$ cat src/hdl/trwu_pkg.sv
// Package for the table read/write unit: register map, fields, types
package trwu_pkg;

  // Register byte addresses
  localparam logic [11:0] ADDR_RESET_CONTROL_STATUS = 12'h0fd0;
  localparam logic [11:0] ADDR_TABLE_LATCH          = 12'h0ff5;
  localparam logic [11:0] ADDR_TABLE_POINTER_LOW    = 12'h0ff6;
  localparam logic [11:0] ADDR_TABLE_POINTER_HIGH   = 12'h0ff7;
  localparam logic [11:0] ADDR_TABLE_POINTER_UPPER  = 12'h0ff8;

  // Reset-control status field positions
  localparam int BIT_IRQ_PRIORITY_ENABLE = 7;
  localparam int BIT_LONG_WRITE_ENABLE   = 6;
  localparam int BIT_UNUSED              = 5;
  localparam int BIT_RESET_INSTR         = 4;
  localparam int BIT_WATCHDOG_TIMEOUT    = 3;
  localparam int BIT_SLEEP_ENTERED       = 2;
  localparam int BIT_POWER_ON_RESET      = 1;
  localparam int BIT_BROWNOUT_RESET      = 0;

  // Reset-control status writable mask and power-on value
  localparam logic [7:0] RCS_WRITE_MASK = 8'hc3;
  localparam logic [7:0] RCS_POR_VALUE  = 8'h1c;

  // Pointer geometry
  localparam int PTR_WIDTH  = 22;
  localparam int PROG_WIDTH = 21;
  localparam int UPPER_BITS = 6;

  // Pointer action encoding on the core command port
  typedef enum logic [1:0] {
    PTR_KEEP     = 2'b00,
    PTR_POST_INC = 2'b01,
    PTR_POST_DEC = 2'b10,
    PTR_PRE_INC  = 2'b11
  } trwu_ptr_mode_t;

  // Table command from the core
  typedef struct packed {
    logic           read;
    logic           write;
    trwu_ptr_mode_t mode;
  } trwu_cmd_t;

  // Program memory port toward the array
  typedef struct packed {
    logic [PTR_WIDTH-1:0] addr;
    logic                 readEn;
    logic                 shortWr;
    logic                 longWr;
    logic [15:0]          wrWord;
  } trwu_mem_req_t;

  // Sequencer states
  typedef enum logic [1:0] {
    ST_IDLE    = 2'b00,
    ST_READ    = 2'b01,
    ST_PROGRAM = 2'b10
  } trwu_state_t;

endpackage : trwu_pkg

$ cat src/hdl/trwu_table_unit.sv
// Table read/write unit with reset-control status register
module trwu_table_unit
  import trwu_pkg::*;
(
  // Clock and reset
  input  wire logic                 clk,
  input  wire logic                 reset_n,
  input  wire logic                 clkEn,
  // Reset causes and status events, one-cycle pulses from the core
  input  wire logic                 powerOnReset,
  input  wire logic                 masterClearReset,
  input  wire logic                 brownoutReset,
  input  wire logic                 resetInstr,
  input  wire logic                 watchdogClearInstr,
  input  wire logic                 sleepInstr,
  input  wire logic                 watchdogTimeout,
  // Register port
  input  wire logic [11:0]          regAddr,
  input  wire logic [7:0]           regWrData,
  input  wire logic                 regWrEn,
  input  wire logic                 regRdEn,
  output logic      [7:0]           regRdData,
  // Table command port
  input  wire trwu_cmd_t            tableCmd,
  input  wire logic                 externalMem,
  output logic                      tableDone,
  output logic                      coreHalt,
  // Program memory side
  output trwu_mem_req_t             memReq,
  input  wire logic [7:0]           memRdData,
  input  wire logic                 programVoltagePin,
  input  wire logic                 irqTerminate,
  // Status
  output logic                      irqPriorityMode,
  output logic                      readOnlyFault
);

  // Register state
  logic [7:0]           rcs_q;
  logic [7:0]           latch_q;
  logic [PTR_WIDTH-1:0] ptr_q;
  logic [7:0]           hold_q;
  logic [7:0]           rdData_q;
  trwu_state_t          state_q;
  logic                 vppMeta_q;
  logic                 vppSync_q;
  trwu_mem_req_t        memReq_q;
  logic                 done_q;
  logic                 halt_q;
  logic                 prio_q;
  logic                 roFault_q;

  // Address decode
  wire selRcs   = regAddr == ADDR_RESET_CONTROL_STATUS;
  wire selLatch = regAddr == ADDR_TABLE_LATCH;
  wire selLow   = regAddr == ADDR_TABLE_POINTER_LOW;
  wire selHigh  = regAddr == ADDR_TABLE_POINTER_HIGH;
  wire selUpper = regAddr == ADDR_TABLE_POINTER_UPPER;

  // Pointer arithmetic; top bit held apart so carries never reach it
  wire [PROG_WIDTH-1:0] ptrInc = ptr_q[PROG_WIDTH-1:0] + 21'h00_0001;
  wire [PROG_WIDTH-1:0] ptrDec = ptr_q[PROG_WIDTH-1:0] - 21'h00_0001;
  wire [PTR_WIDTH-1:0]  ptrIncFull = {ptr_q[PTR_WIDTH-1], ptrInc};
  wire [PTR_WIDTH-1:0]  ptrDecFull = {ptr_q[PTR_WIDTH-1], ptrDec};

  // Command qualification, only when the sequencer is idle
  wire idle      = state_q == ST_IDLE;
  wire cmdRead   = idle && tableCmd.read;
  wire cmdWrite  = idle && tableCmd.write && !tableCmd.read;
  wire preInc    = tableCmd.mode == PTR_PRE_INC;
  wire [PTR_WIDTH-1:0] accAddr = preInc ? ptrIncFull : ptr_q;
  wire accRo     = accAddr[PTR_WIDTH-1];
  wire accOdd    = accAddr[0];
  // Internal array needs enable and programming voltage; external ignores enable
  wire intWriteOk = rcs_q[BIT_LONG_WRITE_ENABLE] && vppSync_q;
  wire longOk    = externalMem || intWriteOk;
  wire startLong = cmdWrite && accOdd && !accRo && longOk;
  wire shortEven = cmdWrite && !accOdd && !accRo;
  wire roWrite   = cmdWrite && accRo;

  // Pointer value after a command's own update
  logic [PTR_WIDTH-1:0] ptrAfter;
  always_comb begin
    unique case (tableCmd.mode)
      PTR_KEEP:     ptrAfter = ptr_q;
      PTR_POST_INC: ptrAfter = ptrIncFull;
      PTR_POST_DEC: ptrAfter = ptrDecFull;
      PTR_PRE_INC:  ptrAfter = ptrIncFull;
    endcase
  end

  // Programming voltage pin synchroniser
  always_ff @(posedge clk or negedge reset_n) begin
    if (!reset_n) begin
      vppMeta_q <= 1'b0;
      vppSync_q <= 1'b0;
    end else if (clkEn) begin
      vppMeta_q <= programVoltagePin;
      vppSync_q <= vppMeta_q;
    end
  end

  // Reset-control status next value; hardware events win over software writes
  logic [7:0] rcs_d;
  always_comb begin
    rcs_d = rcs_q;
    if (regWrEn && selRcs) begin
      rcs_d = (rcs_q & ~RCS_WRITE_MASK) | (regWrData & RCS_WRITE_MASK);
    end
    if (powerOnReset) begin
      rcs_d = RCS_POR_VALUE;
      rcs_d[BIT_IRQ_PRIORITY_ENABLE] = 1'b0;
    end else begin
      if (masterClearReset) begin
        rcs_d[BIT_LONG_WRITE_ENABLE] = 1'b0;
      end else if (regWrEn && selRcs && !regWrData[BIT_LONG_WRITE_ENABLE]) begin
        rcs_d[BIT_LONG_WRITE_ENABLE] = rcs_q[BIT_LONG_WRITE_ENABLE];
      end
      if (brownoutReset) begin
        rcs_d[BIT_BROWNOUT_RESET] = 1'b0;
      end
      if (resetInstr) begin
        rcs_d[BIT_RESET_INSTR] = 1'b0;
      end
      if (watchdogClearInstr) begin
        rcs_d[BIT_WATCHDOG_TIMEOUT] = 1'b1;
        rcs_d[BIT_SLEEP_ENTERED]    = 1'b1;
      end
      if (sleepInstr) begin
        rcs_d[BIT_WATCHDOG_TIMEOUT] = 1'b1;
        rcs_d[BIT_SLEEP_ENTERED]    = 1'b0;
      end
      if (watchdogTimeout) begin
        rcs_d[BIT_WATCHDOG_TIMEOUT] = 1'b0;
      end
    end
    rcs_d[BIT_UNUSED] = 1'b0;
  end

  // Status register
  always_ff @(posedge clk or negedge reset_n) begin
    if (!reset_n) begin
      rcs_q <= RCS_POR_VALUE;
    end else if (clkEn) begin
      rcs_q <= rcs_d;
    end
  end

  // Read mux; the holding register has no address
  logic [7:0] rdMux;
  always_comb begin
    rdMux = 8'h00;
    if (selRcs) begin
      rdMux = rcs_q;
    end else if (selLatch) begin
      rdMux = latch_q;
    end else if (selLow) begin
      rdMux = ptr_q[7:0];
    end else if (selHigh) begin
      rdMux = ptr_q[15:8];
    end else if (selUpper) begin
      rdMux = {2'b00, ptr_q[PTR_WIDTH-1:16]};
    end
  end

  // Read data register, valid the cycle after the strobe
  always_ff @(posedge clk or negedge reset_n) begin
    if (!reset_n) begin
      rdData_q <= 8'h00;
    end else if (clkEn && regRdEn) begin
      rdData_q <= rdMux;
    end
  end

  // Table latch: software write or byte fetched by a read
  always_ff @(posedge clk or negedge reset_n) begin
    if (!reset_n) begin
      latch_q <= 8'h00;
    end else if (clkEn) begin
      if (state_q == ST_READ) begin
        latch_q <= memRdData;
      end else if (regWrEn && selLatch) begin
        latch_q <= regWrData;
      end
    end
  end

  // Holding register for the even byte
  always_ff @(posedge clk or negedge reset_n) begin
    if (!reset_n) begin
      hold_q <= 8'h00;
    end else if (clkEn && (shortEven || (cmdWrite && accOdd && !accRo && !longOk))) begin
      hold_q <= shortEven ? latch_q : hold_q;
    end
  end

  // Pointer: three byte registers joined into one 22-bit value
  logic [PTR_WIDTH-1:0] ptr_d;
  always_comb begin
    ptr_d = ptr_q;
    if (cmdRead || cmdWrite) begin
      ptr_d = ptrAfter;
    end else if (regWrEn && selLow) begin
      ptr_d[7:0] = regWrData;
    end else if (regWrEn && selHigh) begin
      ptr_d[15:8] = regWrData;
    end else if (regWrEn && selUpper) begin
      ptr_d[PTR_WIDTH-1:16] = regWrData[UPPER_BITS-1:0];
    end
  end

  always_ff @(posedge clk or negedge reset_n) begin
    if (!reset_n) begin
      ptr_q <= '0;
    end else if (clkEn) begin
      ptr_q <= ptr_d;
    end
  end

  // Sequencer: read takes one fetch cycle, long write halts until ended
  trwu_state_t state_d;
  always_comb begin
    state_d = state_q;
    unique case (state_q)
      ST_IDLE: begin
        if (cmdRead) begin
          state_d = ST_READ;
        end else if (startLong) begin
          state_d = ST_PROGRAM;
        end
      end
      ST_READ: begin
        state_d = ST_IDLE;
      end
      ST_PROGRAM: begin
        if (irqTerminate || masterClearReset || powerOnReset || brownoutReset) begin
          state_d = ST_IDLE;
        end
      end
      default: begin
        state_d = ST_IDLE;
      end
    endcase
  end

  always_ff @(posedge clk or negedge reset_n) begin
    if (!reset_n) begin
      state_q <= ST_IDLE;
    end else if (clkEn) begin
      state_q <= state_d;
    end
  end

  // Memory request; address kept for the fetch, word formed for programming
  trwu_mem_req_t memReq_d;
  always_comb begin
    memReq_d         = memReq_q;
    memReq_d.readEn  = cmdRead;
    memReq_d.shortWr = shortEven;
    memReq_d.longWr  = startLong || (state_q == ST_PROGRAM && state_d == ST_PROGRAM);
    if (cmdRead || cmdWrite) begin
      memReq_d.addr = accAddr;
    end
    if (startLong) begin
      memReq_d.wrWord = {latch_q, hold_q};
    end
  end

  always_ff @(posedge clk or negedge reset_n) begin
    if (!reset_n) begin
      memReq_q <= '0;
    end else if (clkEn) begin
      memReq_q <= memReq_d;
    end
  end

  // Completion, halt and status outputs
  always_ff @(posedge clk or negedge reset_n) begin
    if (!reset_n) begin
      done_q    <= 1'b0;
      halt_q    <= 1'b0;
      prio_q    <= 1'b0;
      roFault_q <= 1'b0;
    end else if (clkEn) begin
      done_q    <= (state_q == ST_READ) || (cmdWrite && !startLong)
                   || (state_q == ST_PROGRAM && state_d == ST_IDLE);
      halt_q    <= state_d == ST_PROGRAM;
      prio_q    <= rcs_d[BIT_IRQ_PRIORITY_ENABLE];
      roFault_q <= roWrite;
    end
  end

  // Output drive from flip-flops
  assign regRdData       = rdData_q;
  assign memReq          = memReq_q;
  assign tableDone       = done_q;
  assign coreHalt        = halt_q;
  assign irqPriorityMode = prio_q;
  assign readOnlyFault   = roFault_q;

  // Status register checks; each event flag is looked at one cycle after its event, the unused bit and priority mirror every cycle
  a_unused_bit_zero: assert property (@(posedge clk) disable iff (!reset_n)
    rcs_q[BIT_UNUSED] == 1'b0) else $error("unused status bit set");
  a_enable_sticky: assert property (@(posedge clk) disable iff (!reset_n)
    clkEn && rcs_q[BIT_LONG_WRITE_ENABLE] && !powerOnReset && !masterClearReset
    |=> rcs_q[BIT_LONG_WRITE_ENABLE]) else $error("long-write enable dropped");
  a_pin_reset_enable: assert property (@(posedge clk) disable iff (!reset_n)
    clkEn && masterClearReset |=> !rcs_q[BIT_LONG_WRITE_ENABLE]) else $error("pin reset kept write enable");
  a_por_clears_flags: assert property (@(posedge clk) disable iff (!reset_n)
    clkEn && powerOnReset |=> !rcs_q[BIT_POWER_ON_RESET] && !rcs_q[BIT_BROWNOUT_RESET])
    else $error("power-on reset flags not cleared");
  a_brownout_clears: assert property (@(posedge clk) disable iff (!reset_n)
    clkEn && brownoutReset |=> !rcs_q[BIT_BROWNOUT_RESET]) else $error("brown-out flag not cleared");
  a_sleep_flags: assert property (@(posedge clk) disable iff (!reset_n)
    clkEn && sleepInstr && !watchdogTimeout && !powerOnReset
    |=> !rcs_q[BIT_SLEEP_ENTERED] && rcs_q[BIT_WATCHDOG_TIMEOUT]) else $error("sleep flags wrong");
  a_wdclear_flags: assert property (@(posedge clk) disable iff (!reset_n)
    clkEn && watchdogClearInstr && !sleepInstr && !watchdogTimeout && !powerOnReset
    |=> rcs_q[BIT_WATCHDOG_TIMEOUT] && rcs_q[BIT_SLEEP_ENTERED]) else $error("watchdog clear flags wrong");
  a_timeout_clears: assert property (@(posedge clk) disable iff (!reset_n)
    clkEn && watchdogTimeout && !powerOnReset |=> !rcs_q[BIT_WATCHDOG_TIMEOUT])
    else $error("time-out flag not cleared");
  a_reset_instr: assert property (@(posedge clk) disable iff (!reset_n)
    clkEn && resetInstr && !powerOnReset |=> !rcs_q[BIT_RESET_INSTR]) else $error("reset flag not cleared");
  a_prio_mirror: assert property (@(posedge clk) disable iff (!reset_n)
    irqPriorityMode == rcs_q[BIT_IRQ_PRIORITY_ENABLE]) else $error("priority mode differs from status bit");

  // Table command checks
  a_top_bit_kept: assert property (@(posedge clk) disable iff (!reset_n)
    clkEn && (cmdRead || cmdWrite) |=> ptr_q[PTR_WIDTH-1] == $past(ptr_q[PTR_WIDTH-1]))
    else $error("pointer top bit changed");
  a_pre_inc_read: assert property (@(posedge clk) disable iff (!reset_n)
    clkEn && cmdRead && tableCmd.mode == PTR_PRE_INC
    |=> memReq_q.readEn && memReq_q.addr[PROG_WIDTH-1:0] == $past(ptr_q[PROG_WIDTH-1:0]) + 21'h00_0001)
    else $error("pre-increment address wrong");
  a_post_dec_ptr: assert property (@(posedge clk) disable iff (!reset_n)
    clkEn && cmdRead && tableCmd.mode == PTR_POST_DEC
    |=> ptr_q[PROG_WIDTH-1:0] == $past(ptr_q[PROG_WIDTH-1:0]) - 21'h00_0001) else $error("post-decrement wrong");
  a_low_byte_write: assert property (@(posedge clk) disable iff (!reset_n)
    clkEn && regWrEn && selLow && !cmdRead && !cmdWrite |=> ptr_q[7:0] == $past(regWrData))
    else $error("pointer low byte not written");
  a_read_fills_latch: assert property (@(posedge clk) disable iff (!reset_n)
    clkEn && state_q == ST_READ |=> latch_q == $past(memRdData)) else $error("latch not loaded");
  a_even_short: assert property (@(posedge clk) disable iff (!reset_n)
    clkEn && shortEven |=> memReq_q.shortWr && !memReq_q.longWr && hold_q == $past(latch_q))
    else $error("even write not short");
  a_no_long_locked: assert property (@(posedge clk) disable iff (!reset_n)
    clkEn && cmdWrite && !externalMem && !intWriteOk |=> !memReq_q.longWr)
    else $error("long write without enable");
  a_halt_program: assert property (@(posedge clk) disable iff (!reset_n)
    clkEn && startLong |=> coreHalt && memReq_q.wrWord == {$past(latch_q), $past(hold_q)})
    else $error("long write did not halt");
  a_long_odd_only: assert property (@(posedge clk) disable iff (!reset_n)
    clkEn && memReq_q.longWr |-> memReq_q.addr[0] && !memReq_q.addr[PTR_WIDTH-1])
    else $error("long write at even or read-only address");
  a_halt_until_end: assert property (@(posedge clk) disable iff (!reset_n)
    clkEn && state_q == ST_PROGRAM && !irqTerminate && !masterClearReset && !powerOnReset && !brownoutReset
    |=> coreHalt) else $error("halt ended early");
  a_reset_ends_long: assert property (@(posedge clk) disable iff (!reset_n)
    clkEn && state_q == ST_PROGRAM && (masterClearReset || powerOnReset || brownoutReset)
    |=> !coreHalt && tableDone) else $error("reset did not end long write");
  a_irq_ends_long: assert property (@(posedge clk) disable iff (!reset_n)
    clkEn && state_q == ST_PROGRAM && irqTerminate |=> !coreHalt && tableDone)
    else $error("interrupt did not end long write");
  a_ro_no_write: assert property (@(posedge clk) disable iff (!reset_n)
    clkEn && roWrite |=> !memReq_q.longWr && !memReq_q.shortWr) else $error("write to read-only space");

  // Cover points for the main scenarios
  c_read: cover property (@(posedge clk) disable iff (!reset_n) state_q == ST_READ);
  c_long: cover property (@(posedge clk) disable iff (!reset_n) startLong);
  c_end_long: cover property (@(posedge clk) disable iff (!reset_n)
    state_q == ST_PROGRAM && irqTerminate);
  c_reset_end: cover property (@(posedge clk) disable iff (!reset_n)
    state_q == ST_PROGRAM && brownoutReset);
  c_ro_write: cover property (@(posedge clk) disable iff (!reset_n) roWrite);

endmodule : trwu_table_unit

$ cat config.mk
export PLATFORM = sky130hd
export DESIGN_NAME = trwu_table_unit
export DESIGN_NICKNAME = d
export VERILOG_FILES = /design/src/hdl/trwu_pkg.sv /design/src/hdl/trwu_table_unit.sv
export SDC_FILE = /design/constraint.sdc
export NUM_CORES = 1
export LEC_CHECK = 0
export ABC_AREA = 1
export BUFFER_PORTS_ARGS = -buffer_cell sky130_fd_sc_hd__buf_2
export CAP_MARGIN = 10
export CORE_MARGIN = 10
export CORE_UTILIZATION = 50
export DETAILED_ROUTE_END_ITERATION = 6
export GPL_TIMING_DRIVEN = 0
export PLACE_DENSITY = 0.72
export SLEW_MARGIN = 20
export SYNTH_ARGS = -nofsm -noshare
export SYNTH_HDL_FRONTEND = slang
export SYNTH_SLANG_ARGS = --single-unit
$ cat constraint.sdc
create_clock -name clk -period 1.9 [get_ports clk]
set_input_delay 0.285 -clock clk [delete_from_list [all_inputs] [get_ports clk]]
set_output_delay 0.285 -clock clk [all_outputs]
set_load 0.05 [all_outputs]
==> results.json, run 1 <==
{
  "drive_gt1_share_pct": 20.5,
  "cts_sinks": 101,
  "grt_max_degree": 55,
  "tightest_slew_ns": 0.594,
  "cts_tree": "yes",
  "power_density_nw_per_um2": 1060,
  "critPathLaunchType": "flip-flop",
  "critPathMaxFanout": 9,
  "fin_cells": 1165,
  "dp.cells": 1139,
  "finalHoldViolCount": 0,
  "die_x_um": 131,
  "pwr-share-comb_pct": 38.5,
  "p_seq_share_pct": 35.5,
  "ys.flop_type": "dfrtp_1",
  "clkLatencyLatePin_ns": 0.36,
  "hpwl_um": 16000,
  "outcome": "completed",
  "synth_xor_area_share_pct": 1.72,
  "root_buffer": "clkbuf_16",
  "start_util_pct": 50.9,
  "avgSynthCellArea_um2": 6.85,
  "p_sw_mw": 3.31,
  "port_buffers": 98,
  "regArea_um2": 2540,
  "async_flop_share_pct": 100,
  "cap_violations": 0,
  "fp-row-count": 40,
  "ios": 100,
  "path_clk_slew_ns": 0.07,
  "first_iter_violations": 692,
  "yosysWarnings": 0,
  "crit_arrival_ns": 2.07,
  "fmax_mhz": 548,
  "rsz0062_at_grt": "true",
  "grt_pass1_vias": 5998,
  "grt_overflow_total": 0,
  "ir_worst_vdd_v": 0.000584,
  "dieArea_um2": 17000,
  "synth_compound_area_share_pct": 13.2,
  "drt-pass1-iter-count": 5,
  "min_path_type": "input port to flip-flop",
  "period_needed_ns": 1.83,
  "syn_area_um2": 6110,
  "area_growth_pct": 19.8,
  "syn-instance-count": 893,
  "ant_nets": 0,
  "htreeDepth": 3,
  "fillers": 1188,
  "intPower_mw": 4.47,
  "antenna_cells": 0,
  "power_leakage_nw": 3.64,
  "syn_nets": 942,
  "end_kind": "flip-flop",
  "skew_ns": 0.0109,
  "finalCritPeriodShare_pct": 96.1,
  "yosysSeqAreaShare_pct": 41.4,
  "synth_edf_count": 0,
  "multi_input_area_um2": 3180,
  "clockPowerShare_pct": 26.0,
  "cp_data_required_time_ns": 2.14,
  "slew_headroom_pct": 60.3,
  "crit_type": "flip-flop to flip-flop",
  "coreArea_um2": 12000,
  "via_per_inst": 5.56,
  "gp_congestion": 0.982,
  "setup_tns_ns": 0,
  "power_mw": 7.78,
  "routed_wl_um": 20900,
  "die_h_um": 131,
  "cts_buffers": 9,
  "cts_buffer_depth": 2,
  "yosys.area_share.simple_pct": 35.5,
  "synth_adder_area_share_pct": 0.409,
  "setup_violations": 0,
  "antenna_found_initial": 0,
  "synth_top_family_by_area": "simple AND/OR/NAND/NOR gates",
  "drc": 0,
  "slew_viol_final": 0,
  "synth-seq-cells": 101,
  "grt_pass1_wl_um": 32700,
  "switching_share_pct": 42.5,
  "grt_use_total_pct": 25.0,
  "routedWlPerCell_um": 18.0,
  "synthMuxAreaShare_pct": 0,
  "fin_nets": 1062,
  "dr_total_vias": 6472,
  "ys_types": 36
}
-- cells in the final DEF (no fill, tap or decap), drive strengths merged, types with 10 or more instances in the layout --
master / instances
nand2: 293
buf: 128
nor2: 117
dfrtp: 98
o21ai: 84
inv: 82
nand3: 79
a21oi: 41
clkbuf: 25
nand4: 18
xor2: 10
-- power by group through the flow --
stage	Combinational (mW)	Sequential, mW	Clock [mW]
after global placement	2.77	2.78	0
after floorplan	1.41	3.26	0
after detailed placement	2.78	2.78	0
after global routing	3.25	2.80	2.13
after CTS	2.82	2.75	2.05
final	3.00	2.76	2.02
-- cell families (layout without fill, tap and decap cells) --
kind of cell,after synthesis,after routing
simple gates,517,517
buf+inv,116,241
fa+ha+maj,2,2
xor+xnor,12,12
flops,101,101
compound gates,145,145
-- state kept, by name, indices dropped and copies added (netlist names), 2 cells and up --
register   cells
memReq        41
regRdData      8
hold_q         8
latch_q        8
state_q        2
ptr_q         22
rcs_q          6
-- cell usage after synthesis, drive strengths merged (5+ instances only) --
master	count	area (um^2)
o21a	6	45.0
o21ai	84	432
nor3	8	61.3
clkbuf	11	41.3
nand4	18	113
buf	24	126
nor2	117	459
o211ai	5	37.5
inv	81	307
nand3	79	400
dfrtp	98	2450
nand2	293	1120
xor2	10	87.6
a21oi	41	228
-- per-stage QoR --
stage               hold slack, ns  setup slack (ns)  cell area, um^2  util [%]
global placement             0.454            -0.573             6790      56.5
detailed placement           0.266            -0.290             6820      56.8
global route                0.0978           -0.0145             7320      61.0
floorplan                  -0.0106             0.318             6110         -
finish                      0.0803            0.0742             7320      61.0
CTS                         0.0768           0.00211             7190      59.9
-- critical path, cell delays in order (launching register included) --
cell and delay (ns):
dfrtp_1 0.32, buf_2 0.27, nand2_1 0.15, nor2_1 0.19, nand2_1 0.08, nor2_1 0.20, nand2_1 0.08, nand2_1 0.06
nand2_1 0.10, o21ai_1 0.19, nand2_1 0.07
-- routing by layer --
| metal | vias to the layer above | track usage [%] | routed length, um |
|---|---|---|---|
| met1 | 2974 | 34.4 | 9150 |
| li1 | 3127 | - | - |
| met5 | - | 0 | 0 |
| met3 | 50 | 5.72 | 1820 |
| met2 | 321 | 37.5 | 9180 |
| met4 | 0 | 9.16 | 759 |
-- path summary, 6_finish.rpt --
kind,from,to,slack (ns),cells past startpoint
worst max register to register,ptr_q[15]$_DFFE_PN0P_,memReq[38]$_DFFE_PN0P_,0.07,10
max in group asynchronous,reset_n,ptr_q[1]$_DFFE_PN0P_,0.85,3
min in group asynchronous,reset_n,ptr_q[9]$_DFFE_PN0P_,0.43,2
worst max-delay path,ptr_q[15]$_DFFE_PN0P_,memReq[38]$_DFFE_PN0P_,0.07,10
worst min register to register,memReq[37]$_DFFE_PN0P_,memReq[37]$_DFFE_PN0P_,0.47,2
worst min-delay path,sleepInstr,rcs_q[2]$_DFFE_PN1P_,0.08,2
-- timing repair --
action / CTS / global route
setup endpoints to repair: 37 / 44
gates cloned: 0 / 0
hold buffers: 1 / 0
buffers inserted: 2 / 7
resized for setup: 9 / 39
pin swaps: 1 / 1
endpoints found under the hold margin: 44 / 0
-- layout make-up --
cell class / count / area share [%]
plain buffers: 35 / 2.44
clock buffers: 10 / 3.13
clock inverters: 6 / 1.28
inverters: 81 / 4.32
multi-input cells: 676 / 43.4
flip-flops and latches: 101 / 34.6
well taps: 147 / 2.51
repair buffers: 109 / 8.22
Note: power is estimated with default switching activity, not from simulation.
==> run 2: changes to the inputs <==
--- a/config.mk
+++ b/config.mk
@@ -9,10 +9,10 @@
 export BUFFER_PORTS_ARGS = -buffer_cell sky130_fd_sc_hd__buf_2
 export CAP_MARGIN = 10
 export CORE_MARGIN = 10
-export CORE_UTILIZATION = 50
+export CORE_UTILIZATION = 48
 export DETAILED_ROUTE_END_ITERATION = 6
 export GPL_TIMING_DRIVEN = 0
-export PLACE_DENSITY = 0.72
+export PLACE_DENSITY = 0.7
 export SLEW_MARGIN = 20
 export SYNTH_ARGS = -nofsm -noshare
 export SYNTH_HDL_FRONTEND = slang
==> run 2 against run 1 <==
Effect of this change:
- die area increased by 3.5%
- setup slack improved by 0.00067 ns
- utilization decreased by 2.0 points
- first-iteration DRC count increased by 18%
- critical path depth decreased by 3
- global-route usage decreased by 0.71 points
- sequential power about the same
- via count increased by 1.1%
- wire length increased by 4.1%
- critical endpoint is now ptr_q[15]$_DFFE_PN0P_
- largest cell class unchanged
- highest routed layer unchanged
==> results.json, run 2 (synthesized netlist as in run 1, its figures left out) <==
{
  "outcome": "completed",
  "tightest_slew_ns": 0.624,
  "grt_pass1_vias": 6102,
  "final_common_cell": "nand2_1",
  "grt_pass1_wl_um": 33800,
  "wl_met2_um": 9610,
  "path_clk_slew_ns": 0.07,
  "holdPathStages": 2,
  "critPathLaunchType": "flip-flop",
  "rr_worst_depth": 7,
  "slew_headroom_pct": 58.2,
  "drc": 0,
  "htreeDepth": 3,
  "finalCritPeriodShare_pct": 96.1,
  "mostFrequentLayoutCells": "nand2_1 (285), buf_2 (108), nor2_1 (99)",
  "met1_length_um": 9270,
  "ios": 100,
  "cp_data_required_time_ns": 2.18,
  "fp-row-count": 41,
  "die_x_um": 133,
  "power_leakage_nw": 3.68,
  "slew_viol_final": 0,
  "drive_gt1_share_pct": 20.3,
  "hpwl_um": 16600,
  "setup_tns_ns": 0,
  "start_util_pct": 48.6,
  "met3_length_um": 2240,
  "grt_max_degree": 78,
  "cts_sinks": 101,
  "grt_overflow_total": 0,
  "antenna_found_initial": 0,
  "clkLatencyLatePin_ns": 0.36,
  "port_buffers": 98,
  "power_density_nw_per_um2": 1070,
  "fillers": 1247,
  "dieArea_um2": 17700,
  "fin_nets": 1065,
  "multi_input_area_um2": 3200,
  "coreArea_um2": 12600,
  "antenna_cells": 0,
  "cap_violations": 0,
  "highest_layer": "met4",
  "end_kind": "flip-flop",
  "cts_tree": "yes",
  "via_per_inst": 5.48,
  "dr_total_vias": 6542,
  "crit_arrival_ns": 2.11,
  "ir_worst_vdd_v": 0.000523,
  "rsz0062_at_grt": "true",
  "die_h_um": 133,
  "ant_nets": 0,
  "setup_violations": 0,
  "root_buffer": "clkbuf_16",
  "routed_wl_um": 21800,
  "regArea_um2": 2540,
  "critPathMaxFanout": 5,
  "first_iter_violations": 820,
  "finalHoldViolCount": 0,
  "routedWlPerCell_um": 18.2,
  "largest_reg_flops": 41,
  "skew_ns": 0.00556,
  "crit_type": "flip-flop to flip-flop",
  "cts_buffers": 9,
  "cts_buffer_depth": 2,
  "min_path_type": "input port to flip-flop",
  "area_growth_pct": 21.3,
  "drt-pass1-iter-count": 5,
  "fin_cells": 1193,
  "period_needed_ns": 1.83,
  "grt_use_total_pct": 24.3,
  "gp_congestion": 0.988,
  "fmax_mhz": 548,
  "postLayoutCoreUtil_pct": 59.0,
  "dp.cells": 1164
}
run 2: layout make-up:
class                      count  share of cell area [%]
clock buffer                  11                    3.27
multi-input combinational    676                    43.2
inverter                      81                    4.22
clock inverter                 5                    1.13
tap                          172                    2.90
sequential                   101                    34.2
buffer                        35                    2.72
timing repair buffer         112                    8.42
run 2: timing repair:
| item | CTS | global route |
|---|---|---|
| buffers inserted | 2 | 10 |
| gates resized for setup | 8 | 45 |
| hold buffers | 1 | 0 |
| gates cloned | 0 | 0 |
| hold endpoints to repair | 24 | 0 |
| setup endpoints to repair | 37 | 57 |
run 2: routing by layer:
layer  GRT usage (%)  vias to the layer above
met5               0                        -
met4            8.07                        0
met3            6.36                       47
met2            37.2                      316
met1            32.4                     3041
li1                -                     3138
run 2: final timing paths:
kind,end,startpoint,slack (ns)
min in group asynchronous,memReq[30]$_DFFE_PN0P_,reset_n,0.35
max reg2reg,ptr_q[15]$_DFFE_PN0P_,ptr_q[0]$_DFFE_PN0P_,0.07
max in group asynchronous,rcs_q[4]$_DFFE_PN1P_,reset_n,0.84
min,rcs_q[2]$_DFFE_PN1P_,sleepInstr,0.08
max,ptr_q[15]$_DFFE_PN0P_,ptr_q[0]$_DFFE_PN0P_,0.07
min reg2reg,rcs_q[4]$_DFFE_PN1P_,rcs_q[4]$_DFFE_PN1P_,0.47
run 2: stage by stage:
step	hold WS [ns]	cell area [um^2]	setup slack (ns)	power, mW
4_1_cts	0.0820	7230	0.00592	7.68
6_report	0.0843	7420	0.0749	7.91
3_5_place_dp	0.165	6850	-0.290	5.61
3_3_place_gp	0.455	6820	-0.614	5.59
5_1_grt	0.0874	7420	-0.0460	8.30
2_1_floorplan	-0.0106	6110	0.318	4.67
run 2: critical path, stage by stage (launching register included):
cell,delay (ns)
dfrtp_2,0.47
buf_4,0.15
nand3_1,0.22
nor3_2,0.29
nand4_1,0.16
nand3_1,0.17
nand3_1,0.13
a21oi_1,0.16
run 2: power breakdown:
group | switching [mW] | total (mW) | internal (mW)
registers | 0.264 | 2.76 | 2.50
logic | 2.25 | 3.10 | 0.855
clock network | 0.849 | 2.04 | 1.20
==> run 3: changes to the inputs <==
--- a/config.mk
+++ b/config.mk
@@ -10,6 +10,7 @@
 export CAP_MARGIN = 10
 export CORE_MARGIN = 10
 export CORE_UTILIZATION = 48
+export CTS_BUF_LIST = sky130_fd_sc_hd__clkbuf_4 sky130_fd_sc_hd__clkbuf_8 sky130_fd_sc_hd__clkbuf_16
 export DETAILED_ROUTE_END_ITERATION = 6
 export GPL_TIMING_DRIVEN = 0
 export PLACE_DENSITY = 0.7
==> run 3 against run 2 <==
Effect of this change:
- total power increased by 0.33%
- wire length rose by 0.32%
- highest routed layer unchanged
- combinational power about the same
- critical endpoint unchanged
==> results.json, run 3 (synthesized netlist as in run 1, its figures left out) <==
{
  "outcome": "completed",
  "min_path_type": "input port to flip-flop",
  "setup_tns_ns": 0,
  "slew_viol_final": 0,
  "worstPathCellList": "buf_4, nand3_1, nor3_2, nand4_1, nand3_1, nand3_1, a21oi_1",
  "fp-row-count": 41,
  "fin_nets": 1065,
  "start_util_pct": 48.6,
  "mostFrequentLayoutCells": "nand2_1 (285), buf_2 (108), nor2_1 (99)",
  "via_per_inst": 5.46,
  "slew_headroom_pct": 57.9,
  "fin_cells": 1193,
  "htreeDepth": 3,
  "critPathLaunchType": "flip-flop",
  "power_density_nw_per_um2": 1070,
  "ir_worst_vdd_v": 0.000522,
  "power_leakage_nw": 3.68,
  "grt_max_degree": 78,
  "area_growth_pct": 21.4,
  "grt_pass1_vias": 6098,
  "period_needed_ns": 1.83,
  "dieArea_um2": 17700,
  "crit_type": "flip-flop to flip-flop",
  "fmax_mhz": 547,
  "routed_wl_um": 21800,
  "cap_violations": 0,
  "ios": 100,
  "setup_violations": 0,
  "drive_gt1_share_pct": 20.4,
  "path_clk_slew_ns": 0.07,
  "finalCritPeriodShare_pct": 96.3,
  "skew_ns": 0.00654,
  "grt_overflow_total": 0,
  "rsz0062_at_grt": "true",
  "cp_data_required_time_ns": 2.18,
  "final_common_cell": "nand2_1",
  "gp_congestion": 0.988,
  "crit_arrival_ns": 2.11,
  "cts_buffer_depth": 2,
  "port_buffers": 98,
  "coreArea_um2": 12600,
  "grt_pass1_wl_um": 33900,
  "clkLatencyLatePin_ns": 0.36,
  "grt_use_total_pct": 24.3,
  "first_iter_violations": 807,
  "cts_tree": "yes",
  "drc": 0,
  "cp_slowest_cell": "dfrtp_2",
  "dp.cells": 1164,
  "cts_sinks": 101,
  "cpPeakStageDelay_ns": 0.48,
  "root_buffer": "clkbuf_16",
  "finalHoldViolCount": 0,
  "antenna_found_initial": 0,
  "die_h_um": 133,
  "rrSetupSlack_ns": 0.07,
  "hpwl_um": 16600,
  "largest_reg_flops": 41,
  "power_mw": 7.94,
  "die_x_um": 133,
  "fillers": 1247,
  "end_kind": "flip-flop",
  "cts_buffers": 9,
  "dr_total_vias": 6509,
  "routedWlPerCell_um": 18.3,
  "antenna_cells": 0,
  "tightest_slew_ns": 0.628,
  "worst_path_most_repeated_cell": "nand3_1",
  "ant_nets": 0,
  "drt-pass1-iter-count": 5,
  "critPathMaxFanout": 5
}
==> run 3: metrics by stage <==
step           hold slack [ns]  area (um^2)  utilization (%)  worst slack (ns)
6_report                0.0845         7420             59.0            0.0704
5_1_grt                 0.0874         7420             59.0           -0.0460
4_1_cts                 0.0820         7230             57.5           0.00592
3_5_place_dp             0.165         6850             54.5            -0.290
3_3_place_gp             0.455         6820             54.3            -0.614
2_1_floorplan          -0.0106         6110                -             0.318
==> run 3: final timing paths <==
check / to / startpoint / cells past startpoint
max: ptr_q[15]$_DFFE_PN0P_ / ptr_q[0]$_DFFE_PN0P_ / 7
min: rcs_q[2]$_DFFE_PN1P_ / sleepInstr / 2
max reg2reg: ptr_q[15]$_DFFE_PN0P_ / ptr_q[0]$_DFFE_PN0P_ / 7
min reg2reg: rcs_q[4]$_DFFE_PN1P_ / rcs_q[4]$_DFFE_PN1P_ / 2
max in group asynchronous: rcs_q[4]$_DFFE_PN1P_ / reset_n / 3
min in group asynchronous: memReq[30]$_DFFE_PN0P_ / reset_n / 2
==> run 3: routing by layer <==
layer / vias to the layer above / track usage [%] / share of wire, %
met2: 304 / 37.1 / 44
met3: 43 / 6.36 / 9.4
li1: 3131 / - / -
met4: 0 / 8.07 / 2.9
met1: 3031 / 32.5 / 43
met5: - / 0 / 0
==> run 3: area by class of cell <==
type	count	area [um^2]	area share [%]
flip-flops and latches	101	2540	34.2
well taps	172	215	2.90
multi-input cells	676	3200	43.1
clock buffers	11	246	3.32
repair buffers	112	624	8.41
inverters	81	313	4.22
plain buffers	35	201	2.71
clock inverters	5	83.8	1.13
==> run 3: timing repair <==
item,4_1_cts,5_1_grt
resized for setup,8,45
buffers inserted,2,10
hold buffers,1,0
endpoints found under the setup margin,37,57
endpoints found under the hold margin,24,0
==> run 3: critical path, delay by kind of cell (launching register included) <==
family	cells	cell delay (ns)
flip-flops	1	0.48
AND/OR/NAND/NOR	5	0.97
AO/OA/AOI/OAI	1	0.17
buffers and inverters	1	0.15
==> run 3: where the power goes <==
part / total [mW] / internal (mW) / switching [mW]
Sequential: 2.77 / 2.50 / 0.268
Clock: 2.07 / 1.21 / 0.857
Combinational: 3.10 / 0.855 / 2.25
Total: 7.94 / 4.56 / 3.37
